==> src/sgd_pkg.sv <==
package sgd_pkg;

  // Register word offsets from the board base address, channel 0
  localparam int REG_ADDR_W = 8;
  localparam logic [7:0] MAIN_CUR_ADDR_OFS = 8'h00;
  localparam logic [7:0] MAIN_NEXT_ADDR_OFS = 8'h04;
  localparam logic [7:0] MAIN_CUR_CNT_OFS = 8'h08;
  localparam logic [7:0] MAIN_NEXT_CNT_OFS = 8'h0C;
  localparam logic [7:0] LIST_CUR_ADDR_OFS = 8'h10;
  localparam logic [7:0] LIST_NEXT_ADDR_OFS = 8'h14;
  localparam logic [7:0] LIST_CUR_CNT_OFS = 8'h18;
  localparam logic [7:0] LIST_NEXT_CNT_OFS = 8'h1C;

  // Field layout of the count-and-control words
  localparam int CNT_W = 16;
  localparam int CNT_MSB = 15;
  localparam int CTL_IEN_BIT = 28;
  localparam int CTL_GO_BIT = 29;
  localparam int CTL_DIR_BIT = 30;

  // Descriptor layout: 64 bits, address word high, control and count low
  localparam int DESC_W = 64;
  localparam int DESC_ADDR_LSB = 32;
  localparam int DESC_MARK_BIT = 16;
  localparam logic [15:0] DESC_BYTES = 16'h0008;
  localparam logic [31:0] DESC_STRIDE = 32'h0000_0008;
  localparam logic [15:0] DESC_ALIGN_MASK = 16'hFFF8;

  // Buffered page entry: {dir, ien, mark, addr, count}
  localparam int ENTRY_W = 51;

  // Reset values
  localparam logic [31:0] ZERO_WORD = 32'h0000_0000;
  localparam logic [15:0] ZERO_CNT = 16'h0000;

  // Descriptor fetch sequencer
  typedef enum logic [1:0] {
    SGD_FETCH_IDLE = 2'b00,
    SGD_FETCH_REQ = 2'b01,
    SGD_FETCH_PUSH = 2'b10
  } sgd_fetch_type;

  // Main page mover handshake
  typedef enum logic [1:0] {
    SGD_PAGE_IDLE = 2'b00,
    SGD_PAGE_OFFER = 2'b01,
    SGD_PAGE_RUN = 2'b10
  } sgd_page_type;

endpackage

==> src/sgd_channel.sv <==
`timescale 1ns/1ps

module sgd_channel #(
  parameter int DEPTH = 2
) (
  input wire logic CLK_IN,
  input wire logic RST_B_IN,
  input wire logic REG_WR_EN_IN,
  input wire logic REG_RD_EN_IN,
  input wire logic [sgd_pkg::REG_ADDR_W-1:0] REG_ADDR_IN,
  input wire logic [31:0] REG_WDATA_IN,
  output logic [31:0] REG_RDATA_OUT,
  output logic REG_RVALID_OUT,
  output logic MEM_RD_REQ_OUT,
  output logic [31:0] MEM_RD_ADDR_OUT,
  input wire logic MEM_RD_VALID_IN,
  input wire logic [sgd_pkg::DESC_W-1:0] MEM_RD_DATA_IN,
  output logic PAGE_VALID_OUT,
  input wire logic PAGE_READY_IN,
  output logic [31:0] PAGE_ADDR_OUT,
  output logic [15:0] PAGE_COUNT_OUT,
  output logic PAGE_DIR_OUT,
  input wire logic PAGE_DONE_IN,
  output logic MAIN_IRQ_OUT
);
  import sgd_pkg::*;

  // Reset release synchroniser
  logic rst_meta_b_r;
  logic rst_b_r;

  // Two flops so reset leaves every register on the same edge
  always_ff @(posedge CLK_IN or negedge RST_B_IN) begin
    if (!RST_B_IN) begin
      rst_meta_b_r <= 1'b0;
      rst_b_r <= 1'b0;
    end else begin
      rst_meta_b_r <= 1'b1;
      rst_b_r <= rst_meta_b_r;
    end
  end

  // Two-entry page buffer between fetch and main mover
  logic [ENTRY_W-1:0] buf_mem_r [DEPTH];
  logic [ENTRY_W-1:0] buf_mem_nxt [DEPTH];
  logic buf_wr_ptr_r, buf_wr_ptr_nxt;
  logic buf_rd_ptr_r, buf_rd_ptr_nxt;
  logic [1:0] buf_cnt_r, buf_cnt_nxt;
  logic buf_in_valid; // Fetch offers an entry
  logic buf_in_ready; // Buffer has room
  logic buf_out_valid; // Buffer holds an entry
  logic buf_out_ready; // Mover takes the head entry
  logic [ENTRY_W-1:0] buf_head; // Oldest entry
  logic [ENTRY_W-1:0] fetch_entry_r, fetch_entry_nxt;

  assign buf_in_ready = (buf_cnt_r != 2'(DEPTH));
  assign buf_out_valid = (buf_cnt_r != 2'b00);
  assign buf_head = buf_mem_r[buf_rd_ptr_r];

  // Buffer next state; order is kept by one write and one read pointer
  always_comb begin
    buf_wr_ptr_nxt = buf_wr_ptr_r;
    buf_rd_ptr_nxt = buf_rd_ptr_r;
    buf_cnt_nxt = buf_cnt_r;
    for (int i = 0; i < DEPTH; i++) begin
      buf_mem_nxt[i] = buf_mem_r[i];
    end
    if (buf_in_valid && buf_in_ready) begin
      buf_mem_nxt[buf_wr_ptr_r] = fetch_entry_r;
      buf_wr_ptr_nxt = ~buf_wr_ptr_r;
    end
    if (buf_out_valid && buf_out_ready) begin
      buf_rd_ptr_nxt = ~buf_rd_ptr_r;
    end
    // Net occupancy change
    if ((buf_in_valid && buf_in_ready) && !(buf_out_valid && buf_out_ready)) begin
      buf_cnt_nxt = buf_cnt_r + 2'b01;
    end else if (!(buf_in_valid && buf_in_ready) && (buf_out_valid && buf_out_ready)) begin
      buf_cnt_nxt = buf_cnt_r - 2'b01;
    end
  end

  // Buffer entries, one flop group per entry
  for (genvar g = 0; g < DEPTH; g++) begin : g_buf
    always_ff @(posedge CLK_IN or negedge rst_b_r) begin
      if (!rst_b_r) begin
        buf_mem_r[g] <= '0;
      end else begin
        buf_mem_r[g] <= buf_mem_nxt[g];
      end
    end
  end

  // Buffer pointers
  always_ff @(posedge CLK_IN or negedge rst_b_r) begin
    if (!rst_b_r) begin
      buf_wr_ptr_r <= 1'b0;
      buf_rd_ptr_r <= 1'b0;
      buf_cnt_r <= 2'b00;
    end else begin
      buf_wr_ptr_r <= buf_wr_ptr_nxt;
      buf_rd_ptr_r <= buf_rd_ptr_nxt;
      buf_cnt_r <= buf_cnt_nxt;
    end
  end

  // List registers and fetch sequencer state
  sgd_fetch_type fetch_state_r, fetch_state_nxt;
  logic [31:0] list_next_addr_r, list_next_addr_nxt; // Host-written next list address
  logic [15:0] list_next_cnt_r, list_next_cnt_nxt; // Next list length in bytes
  logic list_ien_next_r, list_ien_next_nxt; // Interrupt enable for next list
  logic list_dir_next_r, list_dir_next_nxt; // Direction for next list
  logic list_go_r, list_go_nxt; // Next list waits to start
  logic [31:0] list_cur_addr_r, list_cur_addr_nxt; // Address of next descriptor
  logic [15:0] list_cur_cnt_r, list_cur_cnt_nxt; // Bytes of list left
  logic list_ien_r, list_ien_nxt; // Interrupt enable of running list
  logic list_dir_r, list_dir_nxt; // Direction of running list
  logic mem_req_r, mem_req_nxt;
  logic [31:0] mem_addr_r, mem_addr_nxt;
  logic host_wr_next_cnt; // Host write hits next count and control

  assign host_wr_next_cnt = REG_WR_EN_IN && (REG_ADDR_IN == LIST_NEXT_CNT_OFS);
  assign buf_in_valid = (fetch_state_r == SGD_FETCH_PUSH);

  // Fetch next state
  always_comb begin
    fetch_state_nxt = fetch_state_r;
    list_next_addr_nxt = list_next_addr_r;
    list_next_cnt_nxt = list_next_cnt_r;
    list_ien_next_nxt = list_ien_next_r;
    list_dir_next_nxt = list_dir_next_r;
    list_go_nxt = list_go_r;
    list_cur_addr_nxt = list_cur_addr_r;
    list_cur_cnt_nxt = list_cur_cnt_r;
    list_ien_nxt = list_ien_r;
    list_dir_nxt = list_dir_r;
    mem_req_nxt = mem_req_r;
    mem_addr_nxt = mem_addr_r;
    fetch_entry_nxt = fetch_entry_r;
    unique case (fetch_state_r)
      SGD_FETCH_IDLE: begin
        if (list_cur_cnt_r != ZERO_CNT) begin
          // Ask host memory for the next descriptor
          mem_req_nxt = 1'b1;
          mem_addr_nxt = list_cur_addr_r;
          fetch_state_nxt = SGD_FETCH_REQ;
        end else if (list_go_r) begin
          // Current list done, take over the queued one
          list_cur_addr_nxt = list_next_addr_r;
          list_cur_cnt_nxt = list_next_cnt_r;
          list_ien_nxt = list_ien_next_r;
          list_dir_nxt = list_dir_next_r;
          list_go_nxt = 1'b0;
        end
      end
      SGD_FETCH_REQ: begin
        if (MEM_RD_VALID_IN) begin
          mem_req_nxt = 1'b0;
          // Split the descriptor into address, mark and count
          fetch_entry_nxt = {list_dir_r, list_ien_r,
            MEM_RD_DATA_IN[DESC_MARK_BIT],
            MEM_RD_DATA_IN[DESC_ADDR_LSB +: 32],
            MEM_RD_DATA_IN[CNT_MSB:0]};
          list_cur_addr_nxt = list_cur_addr_r + DESC_STRIDE;
          list_cur_cnt_nxt = list_cur_cnt_r - DESC_BYTES;
          fetch_state_nxt = SGD_FETCH_PUSH;
        end
      end
      SGD_FETCH_PUSH: begin
        // Stall here while the buffer is full
        if (buf_in_ready) begin
          fetch_state_nxt = SGD_FETCH_IDLE;
        end
      end
      default: begin
        fetch_state_nxt = SGD_FETCH_IDLE;
      end
    endcase
    // Host writes land after the hardware update, so a start is never lost
    if (REG_WR_EN_IN && (REG_ADDR_IN == LIST_NEXT_ADDR_OFS)) begin
      list_next_addr_nxt = REG_WDATA_IN;
    end
    if (host_wr_next_cnt) begin
      list_next_cnt_nxt = REG_WDATA_IN[CNT_MSB:0] & DESC_ALIGN_MASK;
      list_ien_next_nxt = REG_WDATA_IN[CTL_IEN_BIT];
      list_dir_next_nxt = REG_WDATA_IN[CTL_DIR_BIT];
      list_go_nxt = REG_WDATA_IN[CTL_GO_BIT];
    end
  end

  // Fetch registers
  always_ff @(posedge CLK_IN or negedge rst_b_r) begin
    if (!rst_b_r) begin
      fetch_state_r <= SGD_FETCH_IDLE;
      list_next_addr_r <= ZERO_WORD;
      list_next_cnt_r <= ZERO_CNT;
      list_ien_next_r <= 1'b0;
      list_dir_next_r <= 1'b0;
      list_go_r <= 1'b0;
      list_cur_addr_r <= ZERO_WORD;
      list_cur_cnt_r <= ZERO_CNT;
      list_ien_r <= 1'b0;
      list_dir_r <= 1'b0;
      mem_req_r <= 1'b0;
      mem_addr_r <= ZERO_WORD;
      fetch_entry_r <= '0;
    end else begin
      fetch_state_r <= fetch_state_nxt;
      list_next_addr_r <= list_next_addr_nxt;
      list_next_cnt_r <= list_next_cnt_nxt;
      list_ien_next_r <= list_ien_next_nxt;
      list_dir_next_r <= list_dir_next_nxt;
      list_go_r <= list_go_nxt;
      list_cur_addr_r <= list_cur_addr_nxt;
      list_cur_cnt_r <= list_cur_cnt_nxt;
      list_ien_r <= list_ien_nxt;
      list_dir_r <= list_dir_nxt;
      mem_req_r <= mem_req_nxt;
      mem_addr_r <= mem_addr_nxt;
      fetch_entry_r <= fetch_entry_nxt;
    end
  end

  // Main DMA registers, loaded only from the buffer
  sgd_page_type page_state_r, page_state_nxt;
  logic [31:0] main_addr_r, main_addr_nxt; // Page start address
  logic [15:0] main_cnt_r, main_cnt_nxt; // Page byte count
  logic main_mark_r, main_mark_nxt; // Page flagged for interrupt
  logic main_ien_r, main_ien_nxt; // List interrupt enable
  logic main_dir_r, main_dir_nxt; // Scatter when set
  logic irq_r, irq_nxt;
  logic page_valid_r, page_valid_nxt; // Offer flag kept in its own flop so the pin is clean

  assign buf_out_ready = (page_state_r == SGD_PAGE_IDLE);

  // Page mover next state
  always_comb begin
    page_state_nxt = page_state_r;
    main_addr_nxt = main_addr_r;
    main_cnt_nxt = main_cnt_r;
    main_mark_nxt = main_mark_r;
    main_ien_nxt = main_ien_r;
    main_dir_nxt = main_dir_r;
    irq_nxt = 1'b0;
    unique case (page_state_r)
      SGD_PAGE_IDLE: begin
        if (buf_out_valid) begin
          // Copy the head descriptor into the main registers
          {main_dir_nxt, main_ien_nxt, main_mark_nxt, main_addr_nxt, main_cnt_nxt} =
            buf_head;
          page_state_nxt = SGD_PAGE_OFFER;
        end
      end
      SGD_PAGE_OFFER: begin
        if (PAGE_READY_IN) begin
          page_state_nxt = SGD_PAGE_RUN;
        end
      end
      SGD_PAGE_RUN: begin
        if (PAGE_DONE_IN) begin
          irq_nxt = main_mark_r && main_ien_r;
          page_state_nxt = SGD_PAGE_IDLE;
        end
      end
      default: begin
        page_state_nxt = SGD_PAGE_IDLE;
      end
    endcase
    // Offer flag follows the state it enters, so it stands exactly while offering
    page_valid_nxt = (page_state_nxt == SGD_PAGE_OFFER);
  end

  // Page mover registers
  always_ff @(posedge CLK_IN or negedge rst_b_r) begin
    if (!rst_b_r) begin
      page_state_r <= SGD_PAGE_IDLE;
      main_addr_r <= ZERO_WORD;
      main_cnt_r <= ZERO_CNT;
      main_mark_r <= 1'b0;
      main_ien_r <= 1'b0;
      main_dir_r <= 1'b0;
      irq_r <= 1'b0;
      page_valid_r <= 1'b0;
    end else begin
      page_state_r <= page_state_nxt;
      main_addr_r <= main_addr_nxt;
      main_cnt_r <= main_cnt_nxt;
      main_mark_r <= main_mark_nxt;
      main_ien_r <= main_ien_nxt;
      main_dir_r <= main_dir_nxt;
      irq_r <= irq_nxt;
      page_valid_r <= page_valid_nxt;
    end
  end

  // Register read port
  logic [31:0] rdata_r, rdata_nxt;
  logic rvalid_r, rvalid_nxt;
  logic [31:0] head_addr; // Main next address view
  logic [31:0] head_cnt; // Main next count view

  assign head_addr = buf_out_valid ? buf_head[CNT_W +: 32] : ZERO_WORD;
  assign head_cnt = buf_out_valid ?
    {15'h0000, buf_head[CNT_W + 32], buf_head[CNT_MSB:0]} : ZERO_WORD;

  // Read decode; main registers only answer reads, writes to them are dropped
  always_comb begin
    rvalid_nxt = REG_RD_EN_IN;
    rdata_nxt = rdata_r;
    if (REG_RD_EN_IN) begin
      unique case (REG_ADDR_IN)
        MAIN_CUR_ADDR_OFS: rdata_nxt = main_addr_r;
        MAIN_NEXT_ADDR_OFS: rdata_nxt = head_addr;
        MAIN_CUR_CNT_OFS: rdata_nxt = {15'h0000, main_mark_r, main_cnt_r};
        MAIN_NEXT_CNT_OFS: rdata_nxt = head_cnt;
        LIST_CUR_ADDR_OFS: rdata_nxt = list_cur_addr_r;
        LIST_NEXT_ADDR_OFS: rdata_nxt = list_next_addr_r;
        LIST_CUR_CNT_OFS: begin
          rdata_nxt = {1'b0, list_dir_r, 1'b0, list_ien_r, 12'h000, list_cur_cnt_r};
        end
        LIST_NEXT_CNT_OFS: begin
          rdata_nxt = {1'b0, list_dir_next_r, list_go_r, list_ien_next_r, 12'h000,
            list_next_cnt_r};
        end
        default: rdata_nxt = ZERO_WORD; // Unmapped reads give zero
      endcase
    end
  end

  // Read data registers
  always_ff @(posedge CLK_IN or negedge rst_b_r) begin
    if (!rst_b_r) begin
      rdata_r <= ZERO_WORD;
      rvalid_r <= 1'b0;
    end else begin
      rdata_r <= rdata_nxt;
      rvalid_r <= rvalid_nxt;
    end
  end

  // Outputs, all straight from flops
  assign REG_RDATA_OUT = rdata_r;
  assign REG_RVALID_OUT = rvalid_r;
  assign MEM_RD_REQ_OUT = mem_req_r;
  assign MEM_RD_ADDR_OUT = mem_addr_r;
  assign PAGE_VALID_OUT = page_valid_r;
  assign PAGE_ADDR_OUT = main_addr_r;
  assign PAGE_COUNT_OUT = main_cnt_r;
  assign PAGE_DIR_OUT = main_dir_r;
  assign MAIN_IRQ_OUT = irq_r;

endmodule // sgd_channel

==> config.mk <==
export PLATFORM = sky130hd
export DESIGN_NAME = sgd_channel
export DESIGN_NICKNAME = d
export VERILOG_FILES = /design/src/sgd_pkg.sv /design/src/sgd_channel.sv
export SDC_FILE = /design/constraint.sdc
export NUM_CORES = 1
export LEC_CHECK = 0
export ABC_AREA = 1
export BUFFER_PORTS_ARGS = -buffer_cell sky130_fd_sc_hd__buf_2
export CORE_AREA = 3 3 151 299
export CTS_CLUSTER_DIAMETER = 100
export CTS_CLUSTER_SIZE = 10
export DETAILED_ROUTE_END_ITERATION = 12
export DIE_AREA = 0 0 154 302
export SYNTH_ARGS = -nofsm -noshare
export SYNTH_HDL_FRONTEND = slang
export SYNTH_SLANG_ARGS = --single-unit
==> constraint.sdc <==
create_clock -name CLK_IN -period 10.5 [get_ports CLK_IN]
set_clock_uncertainty 0.15 [all_clocks]
set_input_delay 1.575 -clock CLK_IN [delete_from_list [all_inputs] [get_ports CLK_IN]]
set_output_delay 1.575 -clock CLK_IN [all_outputs]
set_load 0.01 [all_outputs]
==> results of run 1 <==
-- registers in the layout (all words and copies together), names as in the netlist, 2 cells and up --
name	count
PAGE_COUNT_OUT	16
list_next_cnt_r	13
PAGE_ADDR_OUT	32
page_state_r	2
REG_RDATA_OUT	32
buf_mem_r	102
list_cur_cnt_r	13
list_cur_addr_r	32
list_next_addr_r	32
MEM_RD_ADDR_OUT	32
buf_cnt_r	2
fetch_state_r	2
fetch_entry_r	51
-- final timing paths --
check                                endpoint  depth (start not counted)             start  slack (ns)
min in group asynchronous    fetch_entry_r[5]                          0           rst_b_r        0.30
max in group asynchronous   PAGE_ADDR_OUT[22]                          2           rst_b_r        7.78
setup reg to reg           list_cur_addr_r[6]                          7  fetch_state_r[1]        7.17
setup / recovery           list_next_cnt_r[5]                          8    REG_ADDR_IN[0]        6.79
hold / removal                        rst_b_r                          0      rst_meta_b_r        0.22
hold reg to reg                       rst_b_r                          0      rst_meta_b_r        0.22
-- metrics by stage --
stage | power (mW) | hold slack [ns]
finish | 5.60 | 0.223
global route | 6.07 | 0.246
CTS | 5.67 | 0.226
detailed placement | 4.34 | 0.191
global placement | 4.27 | 0.192
floorplan | 3.68 | 0.181
-- cells in the mapped netlist, drive strengths merged --
cell    count
o21ai     308
inv       221
and2        2
nand4       3
a21oi      44
xnor2       2
conb        1
buf        63
or2         5
o22ai       3
nor4        1
nand2     875
nor2      223
dfrtp     377
clkbuf     58
xor2        2
clkinv      2
nor3        2
mux2        1
o31ai       2
ha          3
a31oi      22
nand3     168
-- power breakdown --
group,switching (mW),internal [mW]
logic,1.34,0.625
registers,0.360,1.97
clock network,0.566,0.737
-- layout make-up --
cell class	count	share of cell area (%)
sequential	377	46.0
multi-input combinational	1667	35.1
timing repair buffer	230	5.95
clock buffer	44	5.37
inverter	223	4.08
tap	545	3.32
clock inverter	3	0.146
antenna	2	0.0244
-- logic make-up after synthesis --
kind of cell | Yosys count | share of synthesized area, %
adder cells (fa/ha/maj) | 3 | 0.209
multiplexers | 1 | 0.0625
other | 1 | 0.0208
AO/OA/AOI/OAI | 379 | 10.8
AND/OR/NAND/NOR | 1279 | 28.6
flip-flops | 377 | 52.4
buffers and inverters | 344 | 7.78
XOR/XNOR | 4 | 0.195
-- worst reg2reg max path, cell delays in order, from the launching register on --
cell and delay [ns]:
dfrtp_1 0.40, nor2_4 0.10, buf_4 0.61, nand2_1 0.41
o21ai_2 0.26, nand2_4 0.36, inv_2 0.70, o21ai_0 0.18
-- metal layers --
layer / routed length, um / track usage, % / share of wire (%) / up-vias
met3: 2880 / 2.98 / 5.4 / 114
met1: 21500 / 28.3 / 40 / 7477
met4: 2470 / 10.2 / 4.6 / 0
met5: 0 / 0 / 0 / -
li1: - / - / - / 7777
met2: 26900 / 39.5 / 50 / 511
==> impl_metrics.yaml, run 1 <==
global_routing:
  grt_pass1_vias: 15200
  grt_overflow_total: 0
  grt_pass1_wl_um: 84800
  grt_max_degree: 183
  grt_usage_pct: 22.8
  antenna_found_initial: 2
place:
  dp_slack_ns: 6.24
  dp_cells: 3042
  place_area_um2: 19400
  dp_hpwl_um: 37400
  io_buffers: 212
  gp_congestion: 0.923
cts:
  cts_buffers: 43
  cts_resized: 0
  ctsHtreeMaxLevel: 2
  clk_latency_ns: 0.55
  ctsHoldBuffers: 0
  clockBufferDepth: 3
  cts_tree: "done"
  cts-root-buf: "clkbuf_16"
  postCtsSetupBuffers: 0
  clock_sinks: 377
  path_clk_slew_ns: 0.06
status:
  status: "completed"
synth:
  synth_seq_cells: 377
  synth_cells: 2388
  syn_nets: 2502
  synthTopCellsByArea: "dfrtp_1, nand2_1, o21ai_0"
  netlist.top_cell.by_area: "dfrtp_1"
  yosysWarningCount: 0
  yosysTopAreaCellShare_pct: 52.4
  syn-cell-area_um2: 18000
  yosysSeqAreaShare_pct: 52.4
  syn_avg_cell_area_um2: 7.54
  ys_types: 36
routing:
  dr.pass1.iters: 7
  ant_nets: 0
  totalWireLength_um: 53700
  drt_iter0_drc: 1037
  via_per_inst: 5.14
  via_count: 15900
  drc: 0
  wl_per_cell_um: 17.4
timing:
  setup_viol: 0
  tightestPinTransition_ns: 1.23
  period_needed_ns: 3.71
  rsz0062_at_grt: "false"
  relSlewSlack_pct: 17.7
  finalMaxSlewViolations: 0
  hold_violations: 0
  tns_ns: 0
  fmax_mhz: 270
  fin_ws_ns: 6.79
  fin_crit_sh_pct: 35.3
floorplanning:
  die_w_um: 154
  ios: 228
  initial_core_util_pct: 41.9
  rows: 107
  dieArea_um2: 46500
  core_um2: 43000
  die_h_um: 302
setup_path:
  path_cells: "buf_2 > inv_1 > nand2_1 > nor2_2 > nand3_2 > inv_2 > nand2_1 > o21ai_0"
  crit_buf_inv: 3
  startpoint_type: "primary input"
  critical-path-top-delay-family: "simple AND/OR/NAND/NOR gates"
  critPathCaptureType: "flop"
  arrival_ns: 4.01
  crit_type: "primary input to flop"
  required_ns: 10.80
  slowest_stage: "nor2_2"
  path_max_fanout: 18
  slowest_delay_ns: 0.82
  cpMostUsedCell: "nand2_1"
final_layout:
  drive_gt1_share_pct: 12.5
  instances_no_fill: 3091
  final.fill_count: 4340
  nNetsFinal: 2656
  final_common_cell: "nand2_1"
  final_core_util_pct: 47.7
  final_cell_area_um2: 20500
  areaGrowthSynthToFinish_pct: 13.9
  regArea_um2: 9440
  final_cell_mix: "nand2_1, dfrtp_1, o21ai_0"
  multiInputGateArea_um2: 7190
job:
  cap_violations: 0
power_and_ir_drop:
  ir_drop_v: 0.000182
  p_leak_nw: 10.7
  p_per_area_nw_per_um2: 273
worst_hold_path:
  hp-class: "flop to flop"
Power figures use the tool's default switching activity.
==> run 2, diff against run 1 <==
clock period = 3.06 ns   (was 10.5 ns; I/O delays follow)
==> impl_metrics.yaml, run 2 (synthesis results as in run 1) <==
status:
  status: "completed"
final_layout:
  largest_reg_flops: 102
  regMostFlops: "buf_mem_r"
  multiInputGateArea_um2: 7190
  drive_gt1_share_pct: 12.9
  regArea_um2: 9440
  final_common_cell: "nand2_1"
  final_cell_mix: "nand2_1, dfrtp_1, o21ai_0"
  areaGrowthSynthToFinish_pct: 18.6
  nNetsFinal: 2736
  largestRegisters: "buf_mem_r: 102 flops, fetch_entry_r: 51 flops"
  final.fill_count: 4251
floorplanning:
  rows: 107
  initial_core_util_pct: 41.9
  die_w_um: 154
  die_h_um: 302
  dieArea_um2: 46500
  core_um2: 43000
  ios: 228
global_routing:
  grt_usage_pct: 22.7
  grt_overflow_total: 0
  grt_max_degree: 104
  antenna_found_initial: 2
  met2_usage_pct: 40.3
  use_met3_pct: 3.18
  grt_pass1_vias: 15500
  grtUsageMet1_pct: 27.5
  grt_pass1_wl_um: 84700
  busiest_layer: "met2"
routing:
  ant_nets: 0
  drt_iter0_drc: 1047
  drc: 0
  totalWireLength_um: 53400
  via_count: 15900
  dr.pass1.iters: 6
  wl_per_cell_um: 16.9
  via_per_inst: 5.01
timing:
  fin_ws_ns: 0.667
  fmax_mhz: 418
  tns_ns: 0
  rsz0062_at_grt: "false"
  finalMaxSlewViolations: 0
  tightestPinTransition_ns: 0.772
  period_needed_ns: 2.39
  fin_crit_sh_pct: 78.2
  relSlewSlack_pct: 48.5
  setup_viol: 0
  hold_violations: 0
  holdWs_ns: 0.0259
worst_hold_path:
  hp-class: "primary input to flop"
cts:
  clock_sinks: 377
  clk_latency_ns: 0.55
  cts_resized: 0
  clockBufferDepth: 3
  cts-root-buf: "clkbuf_16"
  ctsHoldBuffers: 59
  path_clk_slew_ns: 0.06
  cts_tree: "done"
  postCtsSetupBuffers: 0
  cts_buffers: 43
  ctsHtreeMaxLevel: 2
power_and_ir_drop:
  power.switching_mw: 7.81
  internal_power_mw: 11.6
  ir_drop_v: 0.000531
  power.share.switching_pct: 40.3
  combPwrFrac_pct: 35.6
  p_per_area_nw_per_um2: 907
  p_total_mw: 19.4
  seq_power_share_pct: 41.4
  p_leak_nw: 11.1
  clkPwrFrac_pct: 23.0
setup_path:
  crit_buf_inv: 0
  crit_type: "flop to flop"
  critical-path-top-delay-family: "simple AND/OR/NAND/NOR gates"
  slowest_delay_ns: 0.50
  arrival_ns: 2.69
  required_ns: 3.35
  slowest_stage: "nor2_1"
  r2r_slack_ns: 0.67
  path_cells: "ha_1 > nand2_1 > nor2_1 > nand2_1 > nor2_1 > nand2_1 > nand2_1 > nand3_1 > nand2_1 > nand2_1"
  startpoint_type: "flop"
  path_max_fanout: 6
  cpMostUsedCell: "nand2_1"
  critPathCaptureType: "flop"
place:
  io_buffers: 212
  dp_hpwl_um: 38400
  dp_slack_ns: 0.637
  gp_congestion: 0.944
job:
  cap_violations: 0
-- run 2: cell count changes in the layout (fill, tap and decap cells not counted), sizes merged --
cell / change
dlygate4sd3: +59
buf: +21
clkinv: +1
clkbuf: -1
-- run 2: layout make-up --
type | count | share of cell area (%)
Clock buffer | 43 | 5.04
Tap cell | 545 | 3.19
Antenna cell | 2 | 0.0234
Timing Repair Buffer | 310 | 9.69
Clock inverter | 4 | 0.281
Multi-Input combinational cell | 1667 | 33.7
Sequential cell | 377 | 44.2
Inverter | 223 | 3.92
-- run 2: worst reg2reg max path: stages, from the launching register on --
cell,delay (ns)
dfrtp_1,0.39
ha_1,0.18
nand2_1,0.11
nor2_1,0.50
nand2_1,0.31
nor2_1,0.30
nand2_1,0.08
nand2_1,0.06
nand3_1,0.07
nand2_1,0.09
nand2_1,0.05
-- run 2: routing by layer --
layer	wire, um	vias up
met5	0	-
met4	2390	0
met3	2870	118
met2	27100	476
met1	21100	7354
li1	-	7941
-- run 2: path summary, 6_finish.rpt --
check,end,cells after the start,startpoint
min in group asynchronous,rst_meta_b_r,2,RST_B_IN
hold reg to reg,buf_mem_r[21],0,rst_b_r
setup / recovery,list_cur_addr_r[29],10,list_cur_addr_r[4]
setup reg to reg,list_cur_addr_r[29],10,list_cur_addr_r[4]
hold / removal,list_next_cnt_r[8],3,REG_WDATA_IN[8]
max in group asynchronous,list_cur_addr_r[19],1,rst_b_r
-- run 2: through the flow --
stage / util [%] / cells / instance area [um^2]
global placement: 45.7 / 3063 / 19600
CTS: 49.7 / 3169 / 21400
detailed placement: 45.7 / 3063 / 19600
global route: 49.7 / 3171 / 21400
floorplan: - / 2388 / 18000
finish: 49.7 / 3171 / 21400
-- run 2: power by group through the flow --
| stage | Combinational, mW | Sequential [mW] | Clock, mW |
|---|---|---|---|
| 2_1_floorplan | 4.60 | 8.04 | 0 |
| 3_3_place_gp | 6.74 | 8.02 | 0 |
| 3_5_place_dp | 6.89 | 8.09 | 0 |
| 4_1_cts | 6.99 | 8.01 | 4.60 |
| 5_1_grt | 7.96 | 8.25 | 4.78 |
| 6_report | 6.90 | 8.01 | 4.45 |
